File: src/logic/ncr_pkg.sv
// Constants for the configuration register space of the network controller.
// Assumes byte addresses on an 8-bit port, one aligned 32-bit word per register.
package ncr_pkg;

  // ****************************************************************
  // Register offsets (byte addresses)
  // ****************************************************************
  localparam logic [7:0] OFF_ID_PAIR      = 8'h00;
  localparam logic [7:0] OFF_CMD_STATUS   = 8'h04;
  localparam logic [7:0] OFF_CLASS_REV    = 8'h08;
  localparam logic [7:0] OFF_LATENCY      = 8'h0c;
  localparam logic [7:0] OFF_IO_BASE      = 8'h10;
  localparam logic [7:0] OFF_MEM_BASE     = 8'h14;
  localparam logic [7:0] OFF_SUBSYS       = 8'h2c;
  localparam logic [7:0] OFF_ROM_BASE     = 8'h30;
  localparam logic [7:0] OFF_CAP_PTR      = 8'h34;
  localparam logic [7:0] OFF_INTR_SETUP   = 8'h3c;
  localparam logic [7:0] OFF_SCRATCH      = 8'h40;
  localparam logic [7:0] OFF_MARKER       = 8'h80;
  localparam logic [7:0] OFF_PM_CAPS      = 8'hc0;
  localparam logic [7:0] OFF_PM_CTRL      = 8'hc4;

  // ****************************************************************
  // Writable bit masks and fixed field values
  // ****************************************************************
  localparam logic [15:0] CMD_WR_MASK     = 16'h0157;  // I/O, mem, master, MWI, parity, serr
  localparam logic [15:0] STAT_W1C_MASK   = 16'hf100;  // Sticky error bits 31..28 and 24
  localparam logic [15:0] STAT_FIXED      = 16'h0280;  // Medium select timing, fast b2b
  localparam int          STAT_NEWCAP_BIT = 4;         // Bit 20 of the word
  localparam logic [31:0] IO_WR_MASK      = 32'hffff_ff00;
  localparam logic [31:0] IO_FIXED        = 32'h0000_0001;  // Marks an I/O window
  localparam logic [31:0] MEM_WR_MASK     = 32'hffff_ff00;
  localparam logic [31:0] ROM_WR_MASK     = 32'hfffe_0001;  // 128 KB window plus enable
  localparam logic [7:0]  CAP_LIST_HEAD   = 8'hc0;
  localparam logic [7:0]  INTR_PIN_VAL    = 8'h01;
  localparam logic [15:0] SCRATCH_WR_MASK = 16'hff00;
  localparam logic [7:0]  PM_CAP_ID       = 8'h01;
  localparam logic [7:0]  PM_NEXT_ITEM    = 8'h00;
  localparam logic [15:0] POWER_CTRL_STAT_WR_MASK   = 16'h0103;  // Power state and wake enable
  localparam logic [15:0] POWER_CTRL_STAT_W1C_MASK  = 16'h8000;  // Wake status

  // ****************************************************************
  // Values after reset
  // ****************************************************************
  localparam logic [15:0] RST_CMD         = 16'h0000;
  localparam logic [15:0] RST_STAT        = 16'h0000;
  localparam logic [7:0]  RST_BYTE        = 8'h00;
  localparam logic [31:0] RST_WORD        = 32'h0000_0000;
  localparam logic [15:0] RST_HALF        = 16'h0000;

  // ****************************************************************
  // Loader states
  // ****************************************************************
  typedef enum logic [1:0] {
    LD_REQ,
    LD_WAIT,
    LD_DONE
  } ncr_load_t;

endpackage

File: src/logic/ncr_config_regs.sv
// Configuration register space of the network controller.
// Assumes a same-clock register master and a same-clock serial memory loader.
//
// How it works
// - Hardware reset restores every default value
// - Software reset leaves configuration contents untouched
// - Byte, word and dword writes honour lanes
// - Offset zero: device and vendor identifiers
// - Offset four: status high, command low
// - Offset eight: class, subclass, revision
// - Offset 2c: subsystem and subsystem vendor
// - Offset 30: boot ROM base, 128 KB
// - Offset 40: scratch low half, upper reserved
// - Offset c0: caps, next pointer, identifier
// - Offset c4: control/status low, upper reserved
// - Reload identifiers, latency, grant after reset
// - Offset 80: fixed read-only marker word
// - Scratch bits 15..8 read and write
//
// Local design decision: the strobed register port.
`timescale 1ns/1ps

module ncr_config_regs #(
  parameter logic [15:0] DEF_DEV_ID   = 16'h0001,      // Arbitrary until loaded
  parameter logic [15:0] DEF_VEN_ID   = 16'h0001,      // Arbitrary until loaded
  parameter logic [15:0] DEF_SUB_ID   = 16'h0000,
  parameter logic [15:0] DEF_SUB_VEN  = 16'h0000,
  parameter logic [7:0]  BASE_CLASS   = 8'h02,
  parameter logic [7:0]  SUB_CLASS    = 8'h00,
  parameter logic [7:0]  REV_STEP     = 8'h10,         // Arbitrary revision/step
  parameter logic [31:0] MARKER_VALUE = 32'h1234_5678, // Arbitrary marker value
  parameter logic [15:0] PM_CAPS_VAL  = 16'h0002
) (
  // Clock and reset
  input  wire logic        CLK_SYS,
  input  wire logic        SRST,
  input  wire logic        SOFT_RST,
  // Register port
  input  wire logic [7:0]  ADDR,
  input  wire logic [31:0] WDATA,
  input  wire logic [3:0]  BYTE_EN,
  input  wire logic        WR_STB,
  input  wire logic        RD_STB,
  output logic      [31:0] RDATA,
  // Serial memory loader
  output logic             EE_RELOAD_REQ,
  input  wire logic        LOAD_VALID,
  input  wire logic [15:0] LOAD_DEV_ID,
  input  wire logic [15:0] LOAD_VEN_ID,
  input  wire logic [15:0] LOAD_SUB_ID,
  input  wire logic [15:0] LOAD_SUB_VEN,
  input  wire logic [7:0]  LOAD_MAX_LAT,
  input  wire logic [7:0]  LOAD_MIN_GNT,
  // Events from the bus engine
  input  wire logic        NEW_CAP_EN,
  input  wire logic        EVT_PAR_ERR,
  input  wire logic        EVT_SYS_ERR,
  input  wire logic        EVT_MST_ABORT,
  input  wire logic        EVT_TGT_ABORT,
  input  wire logic        EVT_DATA_PAR,
  input  wire logic        EVT_WAKE,
  // Configuration outputs
  output logic      [15:0] CMD_WORD,
  output logic      [31:0] IO_BASE,
  output logic      [31:0] MEM_BASE,
  output logic      [31:0] ROM_BASE,
  output logic      [1:0]  POWER_STATE
);

  // ****************************************************************
  // State
  // ****************************************************************
  // Identifier fields are reloaded after every hardware reset
  logic [15:0]        dev_id_ff, nxt_dev_id;     // Loaded device identifier
  logic [15:0]        ven_id_ff, nxt_ven_id;     // Loaded vendor identifier
  logic [15:0]        cmd_ff, nxt_cmd;           // Command half-word
  logic [15:0]        stat_ff, nxt_stat;         // Sticky status bits only
  logic [15:0]        lat_ff, nxt_lat;           // Latency timer and cache line
  logic [31:0]        io_ff, nxt_io;             // I/O window base
  logic [31:0]        mem_ff, nxt_mem;           // Memory window base
  logic [15:0]        sub_id_ff, nxt_sub_id;     // Subsystem identifier
  logic [15:0]        sub_ven_ff, nxt_sub_ven;   // Subsystem vendor
  logic [31:0]        rom_ff, nxt_rom;           // ROM window base and enable
  logic [7:0]         max_lat_ff, nxt_max_lat;   // Loaded max latency
  logic [7:0]         min_gnt_ff, nxt_min_gnt;   // Loaded min grant
  logic [7:0]         int_line_ff, nxt_int_line; // Interrupt line
  logic [15:0]        scratch_ff, nxt_scratch;   // Driver scratch half-word
  logic [15:0]        power_ctrl_stat_ff, nxt_power_ctrl_stat;       // Power control and status
  ncr_pkg::ncr_load_t ld_ff, nxt_ld;             // Loader sequencing
  logic [31:0]        rdata_ff, nxt_rdata;       // Read answer register

  // Combinational helpers, settled every cycle
  logic [31:0]        lane_mask;                 // Byte lanes of this write
  logic [31:0]        rd_word;                   // Selected word for reads
  logic [31:0]        ev_mask;                   // Status bits set this cycle

  // Masked merge keeps unwritten lanes and read-only bits as they were
  function automatic logic [31:0] merge(input logic [31:0] old, input logic [31:0] wd,
                                        input logic [31:0] m);
    merge = (old & ~m) | (wd & m);
  endfunction

  // Decode on the word address; the low two address bits are ignored
  function automatic logic hit(input logic [7:0] a, input logic [7:0] off);
    hit = (a[7:2] == off[7:2]);
  endfunction

  // ****************************************************************
  // Read path
  // ****************************************************************
  // Word mux; anything not listed reads as zero
  // Reads have no side effects; sticky bits clear only on a write
  always_comb begin
    case ({ADDR[7:2], 2'b00})
      ncr_pkg::OFF_ID_PAIR:    rd_word = {dev_id_ff, ven_id_ff};
      ncr_pkg::OFF_CMD_STATUS: begin
        rd_word = {stat_ff | ncr_pkg::STAT_FIXED, cmd_ff};
        rd_word[16 + ncr_pkg::STAT_NEWCAP_BIT] = NEW_CAP_EN;
      end
      ncr_pkg::OFF_CLASS_REV:  rd_word = {BASE_CLASS, SUB_CLASS, 8'h00, REV_STEP};
      ncr_pkg::OFF_LATENCY:    rd_word = {16'h0000, lat_ff};
      ncr_pkg::OFF_IO_BASE:    rd_word = io_ff | ncr_pkg::IO_FIXED;
      ncr_pkg::OFF_MEM_BASE:   rd_word = mem_ff;
      ncr_pkg::OFF_SUBSYS:     rd_word = {sub_id_ff, sub_ven_ff};
      ncr_pkg::OFF_ROM_BASE:   rd_word = rom_ff;
      ncr_pkg::OFF_CAP_PTR:    rd_word = {24'h00_0000, ncr_pkg::CAP_LIST_HEAD};
      ncr_pkg::OFF_INTR_SETUP: begin
        rd_word = {max_lat_ff, min_gnt_ff, ncr_pkg::INTR_PIN_VAL, int_line_ff};
      end
      ncr_pkg::OFF_SCRATCH:    rd_word = {16'h0000, scratch_ff};
      ncr_pkg::OFF_MARKER:     rd_word = MARKER_VALUE;
      ncr_pkg::OFF_PM_CAPS: begin
        rd_word = {PM_CAPS_VAL, ncr_pkg::PM_NEXT_ITEM, ncr_pkg::PM_CAP_ID};
      end
      ncr_pkg::OFF_PM_CTRL:    rd_word = {16'h0000, power_ctrl_stat_ff};
      default:                 rd_word = ncr_pkg::RST_WORD;
    endcase
  end

  // ****************************************************************
  // Next-state logic for all registers
  // ****************************************************************
  // One process keeps set-versus-clear priority visible in one place
  always_comb begin
    lane_mask    = {{8{BYTE_EN[3]}}, {8{BYTE_EN[2]}}, {8{BYTE_EN[1]}}, {8{BYTE_EN[0]}}};
    nxt_dev_id   = dev_id_ff;
    nxt_ven_id   = ven_id_ff;
    nxt_cmd      = cmd_ff;
    nxt_stat     = stat_ff;
    nxt_lat      = lat_ff;
    nxt_io       = io_ff;
    nxt_mem      = mem_ff;
    nxt_sub_id   = sub_id_ff;
    nxt_sub_ven  = sub_ven_ff;
    nxt_rom      = rom_ff;
    nxt_max_lat  = max_lat_ff;
    nxt_min_gnt  = min_gnt_ff;
    nxt_int_line = int_line_ff;
    nxt_scratch  = scratch_ff;
    nxt_power_ctrl_stat    = power_ctrl_stat_ff;
    nxt_ld       = ld_ff;
    nxt_rdata    = ncr_pkg::RST_WORD;
    // Event pulses placed on their status and wake bit positions
    ev_mask      = {EVT_PAR_ERR, EVT_SYS_ERR, EVT_MST_ABORT, EVT_TGT_ABORT, 3'b000,
                    EVT_DATA_PAR, 8'h00, EVT_WAKE, 15'h0000};

    // Read data stand only in the cycle after the strobe
    if (RD_STB) begin
      nxt_rdata = rd_word;
    end

    // Writes; undecoded offsets and read-only words fall through untouched
    if (WR_STB) begin
      if (hit(ADDR, ncr_pkg::OFF_CMD_STATUS)) begin
        nxt_cmd  = 16'(merge({16'h0000, cmd_ff}, WDATA,
                             lane_mask & {16'h0000, ncr_pkg::CMD_WR_MASK}));
        // Writing one clears a sticky status bit
        nxt_stat = stat_ff & ~(WDATA[31:16] & lane_mask[31:16] & ncr_pkg::STAT_W1C_MASK);
      end
      // Latency word: both low bytes writable
      if (hit(ADDR, ncr_pkg::OFF_LATENCY)) begin
        nxt_lat = lat_ff & ~lane_mask[15:0] | WDATA[15:0] & lane_mask[15:0];
      end
      // I/O base: bits 31..8 only, bit 0 is fixed
      if (hit(ADDR, ncr_pkg::OFF_IO_BASE)) begin
        nxt_io = merge(io_ff, WDATA, lane_mask & ncr_pkg::IO_WR_MASK);
      end
      // Memory base: bits 31..8 only
      if (hit(ADDR, ncr_pkg::OFF_MEM_BASE)) begin
        nxt_mem = merge(mem_ff, WDATA, lane_mask & ncr_pkg::MEM_WR_MASK);
      end
      // ROM base: 128 KB aligned, bit 0 enables the window
      if (hit(ADDR, ncr_pkg::OFF_ROM_BASE)) begin
        nxt_rom = merge(rom_ff, WDATA, lane_mask & ncr_pkg::ROM_WR_MASK);
      end
      // Only the interrupt line is writable; pin, grant and latency are not
      if (hit(ADDR, ncr_pkg::OFF_INTR_SETUP) && BYTE_EN[0]) begin
        nxt_int_line = WDATA[7:0];
      end
      // Scratch: only the high byte of the low half keeps data
      if (hit(ADDR, ncr_pkg::OFF_SCRATCH)) begin
        nxt_scratch = scratch_ff & ~(lane_mask[15:0] & ncr_pkg::SCRATCH_WR_MASK)
                    | WDATA[15:0] & lane_mask[15:0] & ncr_pkg::SCRATCH_WR_MASK;
      end
      // Power control: state and wake enable, then wake status clear
      if (hit(ADDR, ncr_pkg::OFF_PM_CTRL)) begin
        nxt_power_ctrl_stat = power_ctrl_stat_ff & ~(lane_mask[15:0] & ncr_pkg::POWER_CTRL_STAT_WR_MASK)
                  | WDATA[15:0] & lane_mask[15:0] & ncr_pkg::POWER_CTRL_STAT_WR_MASK;
        nxt_power_ctrl_stat = nxt_power_ctrl_stat & ~(WDATA[15:0] & lane_mask[15:0] & ncr_pkg::POWER_CTRL_STAT_W1C_MASK);
      end
    end

    // Events set after clears so a same-cycle event is never lost
    nxt_stat  = nxt_stat | ev_mask[31:16];
    nxt_power_ctrl_stat = nxt_power_ctrl_stat | ev_mask[15:0];

    // Loader: ask once after reset, accept one loaded record
    // A pulse before the request or after the first load is dropped
    case (ld_ff)
      ncr_pkg::LD_REQ:  nxt_ld = ncr_pkg::LD_WAIT;
      ncr_pkg::LD_WAIT: begin
        if (LOAD_VALID) begin
          nxt_dev_id  = LOAD_DEV_ID;
          nxt_ven_id  = LOAD_VEN_ID;
          nxt_sub_id  = LOAD_SUB_ID;
          nxt_sub_ven = LOAD_SUB_VEN;
          nxt_max_lat = LOAD_MAX_LAT;
          nxt_min_gnt = LOAD_MIN_GNT;
          nxt_ld      = ncr_pkg::LD_DONE;
        end
      end
      ncr_pkg::LD_DONE: nxt_ld = ncr_pkg::LD_DONE;
      default:          nxt_ld = ncr_pkg::LD_REQ;
    endcase
  end

  // ****************************************************************
  // Registers
  // ****************************************************************
  // Only the hardware reset restores defaults; the software reset has
  // no path in here, so the driver's settings survive it
  always_ff @(posedge CLK_SYS) begin
    if (SRST) begin
      dev_id_ff   <= DEF_DEV_ID;
      ven_id_ff   <= DEF_VEN_ID;
      cmd_ff      <= ncr_pkg::RST_CMD;
      stat_ff     <= ncr_pkg::RST_STAT;
      lat_ff      <= ncr_pkg::RST_HALF;
      io_ff       <= ncr_pkg::RST_WORD;
      mem_ff      <= ncr_pkg::RST_WORD;
      sub_id_ff   <= DEF_SUB_ID;
      sub_ven_ff  <= DEF_SUB_VEN;
      rom_ff      <= ncr_pkg::RST_WORD;
      max_lat_ff  <= ncr_pkg::RST_BYTE;
      min_gnt_ff  <= ncr_pkg::RST_BYTE;
      int_line_ff <= ncr_pkg::RST_BYTE;
      scratch_ff  <= ncr_pkg::RST_HALF;
      power_ctrl_stat_ff    <= ncr_pkg::RST_HALF;
      ld_ff       <= ncr_pkg::LD_REQ;
      rdata_ff    <= ncr_pkg::RST_WORD;
    end else begin
      dev_id_ff   <= nxt_dev_id;
      ven_id_ff   <= nxt_ven_id;
      cmd_ff      <= nxt_cmd;
      stat_ff     <= nxt_stat;
      lat_ff      <= nxt_lat;
      io_ff       <= nxt_io;
      mem_ff      <= nxt_mem;
      sub_id_ff   <= nxt_sub_id;
      sub_ven_ff  <= nxt_sub_ven;
      rom_ff      <= nxt_rom;
      max_lat_ff  <= nxt_max_lat;
      min_gnt_ff  <= nxt_min_gnt;
      int_line_ff <= nxt_int_line;
      scratch_ff  <= nxt_scratch;
      power_ctrl_stat_ff    <= nxt_power_ctrl_stat;
      ld_ff       <= nxt_ld;
      rdata_ff    <= nxt_rdata;
    end
  end

  // ****************************************************************
  // Outputs
  // ****************************************************************
  // Data outputs come from flip-flops; the reload request decodes state
  assign RDATA         = rdata_ff;
  assign EE_RELOAD_REQ = (ld_ff == ncr_pkg::LD_REQ) && !SRST;  // One cycle after release
  assign CMD_WORD      = cmd_ff;
  assign IO_BASE       = io_ff | ncr_pkg::IO_FIXED;
  assign MEM_BASE      = mem_ff;
  assign ROM_BASE      = rom_ff;
  assign POWER_STATE   = power_ctrl_stat_ff[1:0];

  // ****************************************************************
  // Assertions
  // ****************************************************************
  // Helper: write data of the previous cycle, for checks after a write
  logic [31:0] wdata_prev_ff;
  always_ff @(posedge CLK_SYS) begin
    wdata_prev_ff <= WDATA;
  end

  chk_reset_defaults: assert property (@(posedge CLK_SYS)
    SRST |=> (cmd_ff == 16'h0000 && scratch_ff == 16'h0000 && rom_ff == 32'h0000_0000))
    else $error("Defaults not restored by hardware reset");

  chk_soft_keep: assert property (@(posedge CLK_SYS) disable iff (SRST)
    (SOFT_RST && !WR_STB) |=> ($stable(scratch_ff) && $stable(lat_ff) && $stable(cmd_ff)))
    else $error("Software reset altered configuration");

  chk_lane_keep: assert property (@(posedge CLK_SYS) disable iff (SRST)
    (WR_STB && hit(ADDR, 8'h40) && !BYTE_EN[1]) |=> $stable(scratch_ff))
    else $error("Unselected byte lane was written");

  chk_id_word: assert property (@(posedge CLK_SYS) disable iff (SRST)
    (RD_STB && ADDR == 8'h00) |=> (RDATA == {$past(dev_id_ff), $past(ven_id_ff)}))
    else $error("Identifier word wrong");

  chk_status_cmd: assert property (@(posedge CLK_SYS) disable iff (SRST)
    (RD_STB && ADDR == 8'h04) |=>
      (RDATA[15:0] == $past(cmd_ff) && RDATA[26:25] == 2'b01 && RDATA[23] == 1'b1 &&
       RDATA[20] == $past(NEW_CAP_EN)))
    else $error("Command or status word wrong");

  chk_class_word: assert property (@(posedge CLK_SYS) disable iff (SRST)
    (RD_STB && ADDR == 8'h08) |=> (RDATA == {BASE_CLASS, SUB_CLASS, 8'h00, REV_STEP}))
    else $error("Class word wrong");

  chk_subsys_word: assert property (@(posedge CLK_SYS) disable iff (SRST)
    (RD_STB && ADDR == 8'h2c) |=> (RDATA == {$past(sub_id_ff), $past(sub_ven_ff)}))
    else $error("Subsystem word wrong");

  chk_rom_window: assert property (@(posedge CLK_SYS) disable iff (SRST)
    (WR_STB && ADDR == 8'h30 && BYTE_EN == 4'hf) |=> (rom_ff == (wdata_prev_ff & 32'hfffe_0001)))
    else $error("ROM base not aligned to 128 KB");

  chk_pm_caps: assert property (@(posedge CLK_SYS) disable iff (SRST)
    (RD_STB && ADDR == 8'hc0) |=> (RDATA == {PM_CAPS_VAL, 8'h00, 8'h01}))
    else $error("Power capability word wrong");

  chk_pm_upper: assert property (@(posedge CLK_SYS) disable iff (SRST)
    (RD_STB && ADDR == 8'hc4) |=> (RDATA[31:16] == 16'h0000))
    else $error("Power control upper half not zero");

  chk_reload_req: assert property (@(posedge CLK_SYS)
    $fell(SRST) |-> (EE_RELOAD_REQ ##1 !EE_RELOAD_REQ))
    else $error("Reload request not one cycle after reset");

  chk_marker_fixed: assert property (@(posedge CLK_SYS) disable iff (SRST)
    (RD_STB && ADDR == 8'h80) |=> (RDATA == MARKER_VALUE))
    else $error("Marker word changed");

  chk_scratch_rw: assert property (@(posedge CLK_SYS) disable iff (SRST)
    (WR_STB && ADDR == 8'h40 && BYTE_EN == 4'hf) |=>
      (scratch_ff == {wdata_prev_ff[15:8], 8'h00}))
    else $error("Scratch bits 15..8 not stored");

  chk_undecoded_zero: assert property (@(posedge CLK_SYS) disable iff (SRST)
    (RD_STB && (ADDR == 8'h18 || ADDR == 8'h38)) |=> (RDATA == 32'h0000_0000))
    else $error("Undecoded offset read not zero");

  chk_cmd_lanes: assert property (@(posedge CLK_SYS) disable iff (SRST)
    (WR_STB && hit(ADDR, 8'h04) && BYTE_EN[1:0] == 2'b00) |=> $stable(cmd_ff))
    else $error("Command changed with its lanes disabled");

  chk_load_once: assert property (@(posedge CLK_SYS) disable iff (SRST)
    (ld_ff == ncr_pkg::LD_DONE) |=> ($stable(dev_id_ff) && $stable(sub_ven_ff)))
    else $error("Identifiers changed after the one load");

  // Cover points for the main scenarios
  cov_reload: cover property (@(posedge CLK_SYS) disable iff (SRST)
    (ld_ff == ncr_pkg::LD_WAIT) && LOAD_VALID);
  cov_set_clear: cover property (@(posedge CLK_SYS) disable iff (SRST)
    WR_STB && ADDR == 8'h04 && WDATA[31] && EVT_PAR_ERR);
  cov_byte_write: cover property (@(posedge CLK_SYS) disable iff (SRST)
    WR_STB && BYTE_EN == 4'h2 ##1 RD_STB);

endmodule

File: config.mk
export PLATFORM = sky130hd
export DESIGN_NAME = ncr_config_regs
export DESIGN_NICKNAME = d
export VERILOG_FILES = /design/src/logic/ncr_pkg.sv /design/src/logic/ncr_config_regs.sv
export SDC_FILE = /design/constraint.sdc
export NUM_CORES = 1
export LEC_CHECK = 0
export BUFFER_PORTS_ARGS = -buffer_cell sky130_fd_sc_hd__buf_4
export CORE_UTILIZATION = 46
export CTS_CLUSTER_SIZE = 40
export DETAILED_ROUTE_END_ITERATION = 8
export GPL_ROUTABILITY_DRIVEN = 0
export GPL_TIMING_DRIVEN = 0
export PLACE_DENSITY = 0.76
export SLEW_MARGIN = 10
export SYNTH_ARGS = -nofsm -noshare
export SYNTH_HDL_FRONTEND = slang
export SYNTH_SLANG_ARGS = --single-unit
File: constraint.sdc
create_clock -name CLK_SYS -period 2.36 [get_ports CLK_SYS]
set_input_delay 0.59 -clock CLK_SYS [delete_from_list [all_inputs] [get_ports CLK_SYS]]
set_output_delay 0.59 -clock CLK_SYS [all_outputs]
set_load 0.02 [all_outputs]
==> flow_metrics.env, run 1 <==
export IMPL_synth_top_family_by_area="simple AND/OR/NAND/NOR gates"
export IMPL_crit_path_start="ADDR[6]"
export IMPL_hold_viol_final=0
export IMPL_grt_pass1_wl_um=46100
export IMPL_grt_pass1_vias=8121
export IMPL_antenna_cells=0
export IMPL_cp_end_kind="flip-flop"
export IMPL_path_cells="buf_4, clkbuf_1, nor4b_1, and2_1, buf_2, nand3_1, mux2i_1, nor2_1"
export IMPL_grt_max_degree=13
export IMPL_drive_above_1_share_pct=25.7
export IMPL_r2r_start="ld_ff[1]"
export IMPL_finalSetupTns_ps=-79.2
export IMPL_fmaxAchievable_ghz=0.418
export IMPL_cts_tree="built"
export IMPL_met3_usage_pct=6.23
export IMPL_clock_latency_ps=520
export IMPL_synthMuxAreaShare_pct=10.1
export IMPL_yosysMostFrequentCell="dfxtp_1"
export IMPL_ys_warn_count=0
export IMPL_cts_htree_levels=1
export IMPL_cts_setup_buffers=0
export IMPL_drv_slew=0
export IMPL_yosys_top_cells_count="225 x dfxtp_1, 213 x nand2_1, 132 x a21oi_1"
export IMPL_cp_num_buf_inv=3
export IMPL_antenna_found_initial=0
export IMPL_synth_xor_area_share_pct=0.0953
export IMPL_power_leakage_nw=4.96
export IMPL_criticalPathCategory="input pin to flip-flop"
export IMPL_synth_seq_cells=225
export IMPL_synth_top_area_cell="dfxtp_1"
export IMPL_synthDistinctLibCells=50
export IMPL_num_rows=51
export IMPL_postRouteAntennaNets=0
export IMPL_violations="design-rule violations, negative setup slack"
export IMPL_synthSimpleGateAreaFrac_pct=17.2
export IMPL_rsz0062_at_grt="yes"
export IMPL_initial_core_util_pct=47.1
export IMPL_io_pins=284
export IMPL_via_count=8864
export IMPL_place_ws_ps=-679
export IMPL_fin_ws_ps=-33.2
export IMPL_synth_edf_count=0
export IMPL_worstPathArrival_ps=2770
export IMPL_rrSetupSlack_ps=310
export IMPL_max_stage_delay_ps=600
export IMPL_cp_max_fo=10
export IMPL_synth_area_mm2=0.00919
export IMPL_critical_path_slowest_cell="nand3_1"
export IMPL_avgSynthCellArea_um2=8.76
export IMPL_drc=7
export IMPL_die_x_um=143
export IMPL_drt_iter0_drc=863
export IMPL_cp_data_required_time_ps=2740
export IMPL_seq_area_frac_synth_pct=49.0
export IMPL_cts_buffers=24
export IMPL_post_route_min_period_ps=2390
export IMPL_power_total_mw=8.87
export IMPL_worst_r2r_path_depth=7
export IMPL_use_met1_pct=39.1
export IMPL_core_area_mm2=0.0195
export IMPL_timing_rr_end="sub_ven_ff[8]"
export IMPL_nFillCells=1735
export IMPL_critPathLaunchType="input pin"
export IMPL_routed_wl_um=32200
export IMPL_maxCapViolCount=0
export IMPL_dp_hpwl_um=23500
export IMPL_synthArstFlopShare_pct=0
export IMPL_synth_top_area_share_pct=49.0
export IMPL_worst_slew_pin_slew_ps=1220
export IMPL_status="finished, violations left"
export IMPL_grt_usage_pct=30.1
export IMPL_synthAdderAreaFrac_pct=0.272
export IMPL_synth_area_top_cells="dfxtp_1 49%, mux2i_1 10%, nand2_1 8.7%"
export IMPL_cp_depth=8
export IMPL_cts_sinks=225
export IMPL_path_delay_family="simple AND/OR/NAND/NOR gates"
export IMPL_gr_total_overflow=0
export IMPL_grt_busiest_layer="met2"
export IMPL_synth_compound_area_share_pct=15.7
export IMPL_clock_skew_ps=11.7
export IMPL_path_clk_slew_ps=60
export IMPL_setup_viol=7
export IMPL_root_buffer="clkbuf_16"
export IMPL_port_buffers=234
export IMPL_routed_wire_length_per_instance_um=19.8
export IMPL_vias_per_cell=5.44
export IMPL_die_area_mm2=0.0205
export IMPL_die_y_um=143
export IMPL_first_pass_iters=9
export IMPL_grt_met2_usage_pct=48.3
export IMPL_ys_flop_type="dfxtp_1"
export IMPL_worstHoldPathType="input pin to flip-flop"
export IMPL_syn_inst=1049
export IMPL_syn_to_final_growth_pct=32.6
export IMPL_irDropWorstVdd_mv=0.565
export IMPL_period_share_pct=101
export IMPL_cts_buffer_depth=3
export IMPL_nets=1489
export IMPL_final_util_pct=62.4
export IMPL_p_per_area_mw_per_mm2=728
export IMPL_slew_headroom_pct=18.0
where the power goes:
group	leakage, nW	internal, mW	switching [mW]
clock	0.361	2.05	1.50
combinational	2.78	0.438	0.760
sequential	1.82	4.00	0.125
total	4.96	6.49	2.38
layout by cell type (no fill, tap or decap), types with 3 or more instances in the layout:
cell / n
nand3_1: 8
clkbuf_8: 4
a222oi_1: 25
nor2b_1: 4
buf_4: 281
clkbuf_2: 8
clkinv_2: 4
a22oi_1: 32
clkbuf_1: 62
o2bb2ai_1: 3
nand2_1: 213
buf_6: 3
dfxtp_1: 225
buf_2: 11
conb_1: 42
nor3_1: 3
nand3b_1: 4
a31oi_1: 15
a21oi_1: 132
mux2i_1: 92
nor2_2: 3
and3_1: 7
clkbuf_16: 25
nor2_1: 106
a221oi_1: 12
routing by layer:
layer  share of wire [%]  wire [um]
met5                   0          0
met4                 4.2       1340
met3                  10       3280
met2                  45      14600
met1                  40      12900
stage by stage:
step,hold slack [ps],area (um^2),cells
global placement,442,11400,1588
CTS,275,12200,1629
floorplan,431,9340,1089
global route,293,12200,1629
finish,285,12200,1629
detailed placement,446,11400,1589
kinds of logic after synthesis:
logic type | count (synthesis)
mux | 93
other cells | 2
buf+inv | 126
compound gates | 228
fa+ha+maj | 2
flops | 225
xor+xnor | 1
simple gates | 372
worst min-delay path by stage:
stage	depth (start not counted)	slack, ps	startpoint	to
floorplan	2	430	dev_id_ff[9]	dev_id_ff[9]
global placement	2	440	sub_id_ff[4]	sub_id_ff[4]
detailed placement	2	450	ven_id_ff[6]	ven_id_ff[6]
CTS	3	270	EVT_SYS_ERR	stat_ff[14]
global route	3	290	EVT_SYS_ERR	stat_ff[14]
finish	3	290	EVT_SYS_ERR	stat_ff[14]
layout make-up:
class                      count  area [um^2]  share of cell area [%]
multi-input combinational    738         4170                    34.2
timing repair buffer         235         1760                    14.5
clock buffer                  36          707                    5.80
inverter                       2         7.51                  0.0616
sequential                   225         4500                    37.0
buffer                       124          684                    5.62
clock inverter                 4         20.0                   0.164
tap                          265          332                    2.72
tightest hold or removal path: stages:
cell	delay, ps
buf_4	80
a21oi_1	30
nor2_1	70
repair_timing:
action | CTS | global route
gates resized for setup | 5 | 11
endpoints found under the setup margin | 35 | 54
hold buffers | 0 | 0
(Power assumes the default switching activity.)
==> inputs of run 2 (changes only) <==
--- a/config.mk
+++ b/config.mk
@@ -5,13 +5,15 @@
 export SDC_FILE = /design/constraint.sdc
 export NUM_CORES = 1
 export LEC_CHECK = 0
+export ABC_AREA = 1
 export BUFFER_PORTS_ARGS = -buffer_cell sky130_fd_sc_hd__buf_4
-export CORE_UTILIZATION = 46
+export CORE_UTILIZATION = 47
+export CTS_CLUSTER_DIAMETER = 30
 export CTS_CLUSTER_SIZE = 40
 export DETAILED_ROUTE_END_ITERATION = 8
 export GPL_ROUTABILITY_DRIVEN = 0
 export GPL_TIMING_DRIVEN = 0
-export PLACE_DENSITY = 0.76
+export PLACE_DENSITY = 0.77
 export SLEW_MARGIN = 10
 export SYNTH_ARGS = -nofsm -noshare
 export SYNTH_HDL_FRONTEND = slang
==> flow_metrics.env, run 2 <==
export IMPL_status="finished clean"
export IMPL_syn_inst=1349
export IMPL_root_buffer="clkbuf_16"
export IMPL_drt_iter0_drc=1178
export IMPL_initial_core_util_pct=48.6
export IMPL_io_pins=284
export IMPL_seq_area_frac_synth_pct=46.8
export IMPL_yosys_top_cells_count="296 x nor2_1, 225 x dfxtp_1, 211 x nand2_1"
export IMPL_period_share_pct=95.9
export IMPL_yosysMostFrequentCell="nor2_1"
export IMPL_fin_ws_ps=95.9
export IMPL_critical_path_slowest_cell="clkbuf_2"
export IMPL_final_area_mm2=0.0135
export IMPL_cts_sinks=225
export IMPL_drv_slew=0
export IMPL_fmaxAchievable_ghz=0.442
export IMPL_path_clk_slew_ps=50
export IMPL_cts_buffer_depth=3
export IMPL_routed_wire_length_per_instance_um=18.0
export IMPL_die_y_um=145
export IMPL_worst_slew_pin_slew_ps=730
export IMPL_grt_max_degree=12
export IMPL_hold_buffers=0
export IMPL_worstHoldPathType="input pin to flip-flop"
export IMPL_final_cell_mix="296 x nor2_1, 285 x buf_4, 225 x dfxtp_1, 211 x nand2_1, 190 x o21ai_0"
export IMPL_cts_resized=1
export IMPL_synth_area_top_cells="dfxtp_1 47%, nor2_1 12%, o21ai_0 9.9%"
export IMPL_setup_viol=0
export IMPL_syn_to_final_growth_pct=40.0
export IMPL_cp_data_required_time_ps=1770
export IMPL_cts_tree="built"
export IMPL_core_area_mm2=0.0198
export IMPL_rsz0062_at_grt="no"
export IMPL_cts_setup_buffers=0
export IMPL_cts_htree_levels=2
export IMPL_num_rows=51
export IMPL_slew_headroom_pct=51.4
export IMPL_ys_warn_count=0
export IMPL_grt_usage_pct=32.6
export IMPL_synth_seq_cells=225
export IMPL_nets=1811
export IMPL_clock_latency_ps=530
export IMPL_critPathLaunchType="input pin"
export IMPL_via_count=10500
export IMPL_path_cells="clkbuf_1, clkbuf_2, nor2_1, buf_4"
export IMPL_grt_pass1_vias=9889
export IMPL_maxCapViolCount=0
export IMPL_grt_pass1_wl_um=53300
export IMPL_cp_end_kind="output pin"
export IMPL_worstPathArrival_ps=1670
export IMPL_gr_total_overflow=0
export IMPL_layout_commonest_cell="nor2_1"
export IMPL_synth_area_mm2=0.00962
export IMPL_final_util_pct=68.1
export IMPL_max_stage_delay_ps=410
export IMPL_place_ws_ps=-67.7
export IMPL_first_pass_iters=8
export IMPL_antenna_cells=0
export IMPL_vias_per_cell=5.34
export IMPL_place_area_mm2=0.0119
export IMPL_avgSynthCellArea_um2=7.13
export IMPL_post_route_min_period_ps=2260
export IMPL_postRouteAntennaNets=0
export IMPL_die_x_um=145
export IMPL_synth_edf_count=0
export IMPL_drive_above_1_share_pct=24.9
export IMPL_routed_wl_um=35600
export IMPL_drc=0
export IMPL_synth_top_area_cell="dfxtp_1"
export IMPL_hold_viol_final=0
export IMPL_synthArstFlopShare_pct=0
export IMPL_cts_buffers=45
export IMPL_irDropWorstVdd_mv=0.474
export IMPL_clock_skew_ps=14.8
export IMPL_synthDistinctLibCells=27
export IMPL_criticalPathCategory="input pin to output pin"
export IMPL_dp_hpwl_um=25700
export IMPL_power_leakage_nw=5.89
export IMPL_p_per_area_mw_per_mm2=913
export IMPL_synth_top_area_share_pct=46.8
export IMPL_die_area_mm2=0.0210
export IMPL_cp_max_fo=10
export IMPL_ys_flop_type="dfxtp_1"
export IMPL_antenna_found_initial=0
export IMPL_port_buffers=236
[run 2: cell types whose count changed in the layout (fill, tap and decap cells not counted), sizes merged, moves of 32 or more]
cell,change
a22oi,-32
inv,+94
mux2i,-92
nand3,+46
nor2,+209
o21ai,+200
[run 2: metal layers]
layer / track usage [%] / routed length (um)
met3: 6.95 / 4240
met1: 41.5 / 13700
met2: 50.6 / 15700
met4: 19.5 / 1950
met5: 0 / 0
[run 2: layout make-up]
type	count	area, um^2
Inverter	97	364
Multi-Input combinational cell	961	4300
Sequential cell	225	4500
Timing Repair Buffer	236	1770
Clock inverter	20	260
Clock buffer	63	1340
Buffer	106	602
Fill cell	1662	6310
Tap cell	265	332
[run 2: cell families after synthesis]
| group | after synthesis | share of synthesized area (%) |
|---|---|---|
| and+or+nand+nor | 601 | 26.2 |
| AOI/OAI and AO/OA | 316 | 16.6 |
| DFF | 225 | 46.8 |
| buffers and inverters | 203 | 10.0 |
| adders and majority gates | 2 | 0.260 |
| other | 2 | 0.0781 |
[run 2: worst paths after layout]
kind                                      from             to  slack (ps)  depth (start not counted)
worst max-delay path                      SRST  EE_RELOAD_REQ         100                          4
worst min-delay path            LOAD_VEN_ID[0]   ven_id_ff[0]         270                          3
worst max register to register        ld_ff[1]  min_gnt_ff[5]         310                          7
worst min register to register       flip-flop      flip-flop         450                          2
[run 2: stage by stage]
| stage | setup TNS [ps] | instances | hold slack, ps | total power, mW |
|---|---|---|---|---|
| after floorplan | 0 | 1389 | 424 | 5.21 |
| after global placement | -113 | 1890 | 434 | 5.70 |
| after detailed placement | -214 | 1890 | 441 | 5.74 |
| after CTS | 0 | 1973 | 260 | 12.3 |
| after global routing | 0 | 1973 | 290 | 12.7 |
| final | 0 | 1973 | 273 | 12.3 |
[run 2: power breakdown]
group	internal (mW)	switching, mW	leakage, nW
Clock	4.49	2.08	0.771
Combinational	0.518	0.901	3.30
Sequential	4.15	0.167	1.82
Total	9.15	3.15	5.89
[run 2: critical path: cells and delay by family]
kind | cells | cell delay, ps
buf+inv | 3 | 980
simple gates | 1 | 100
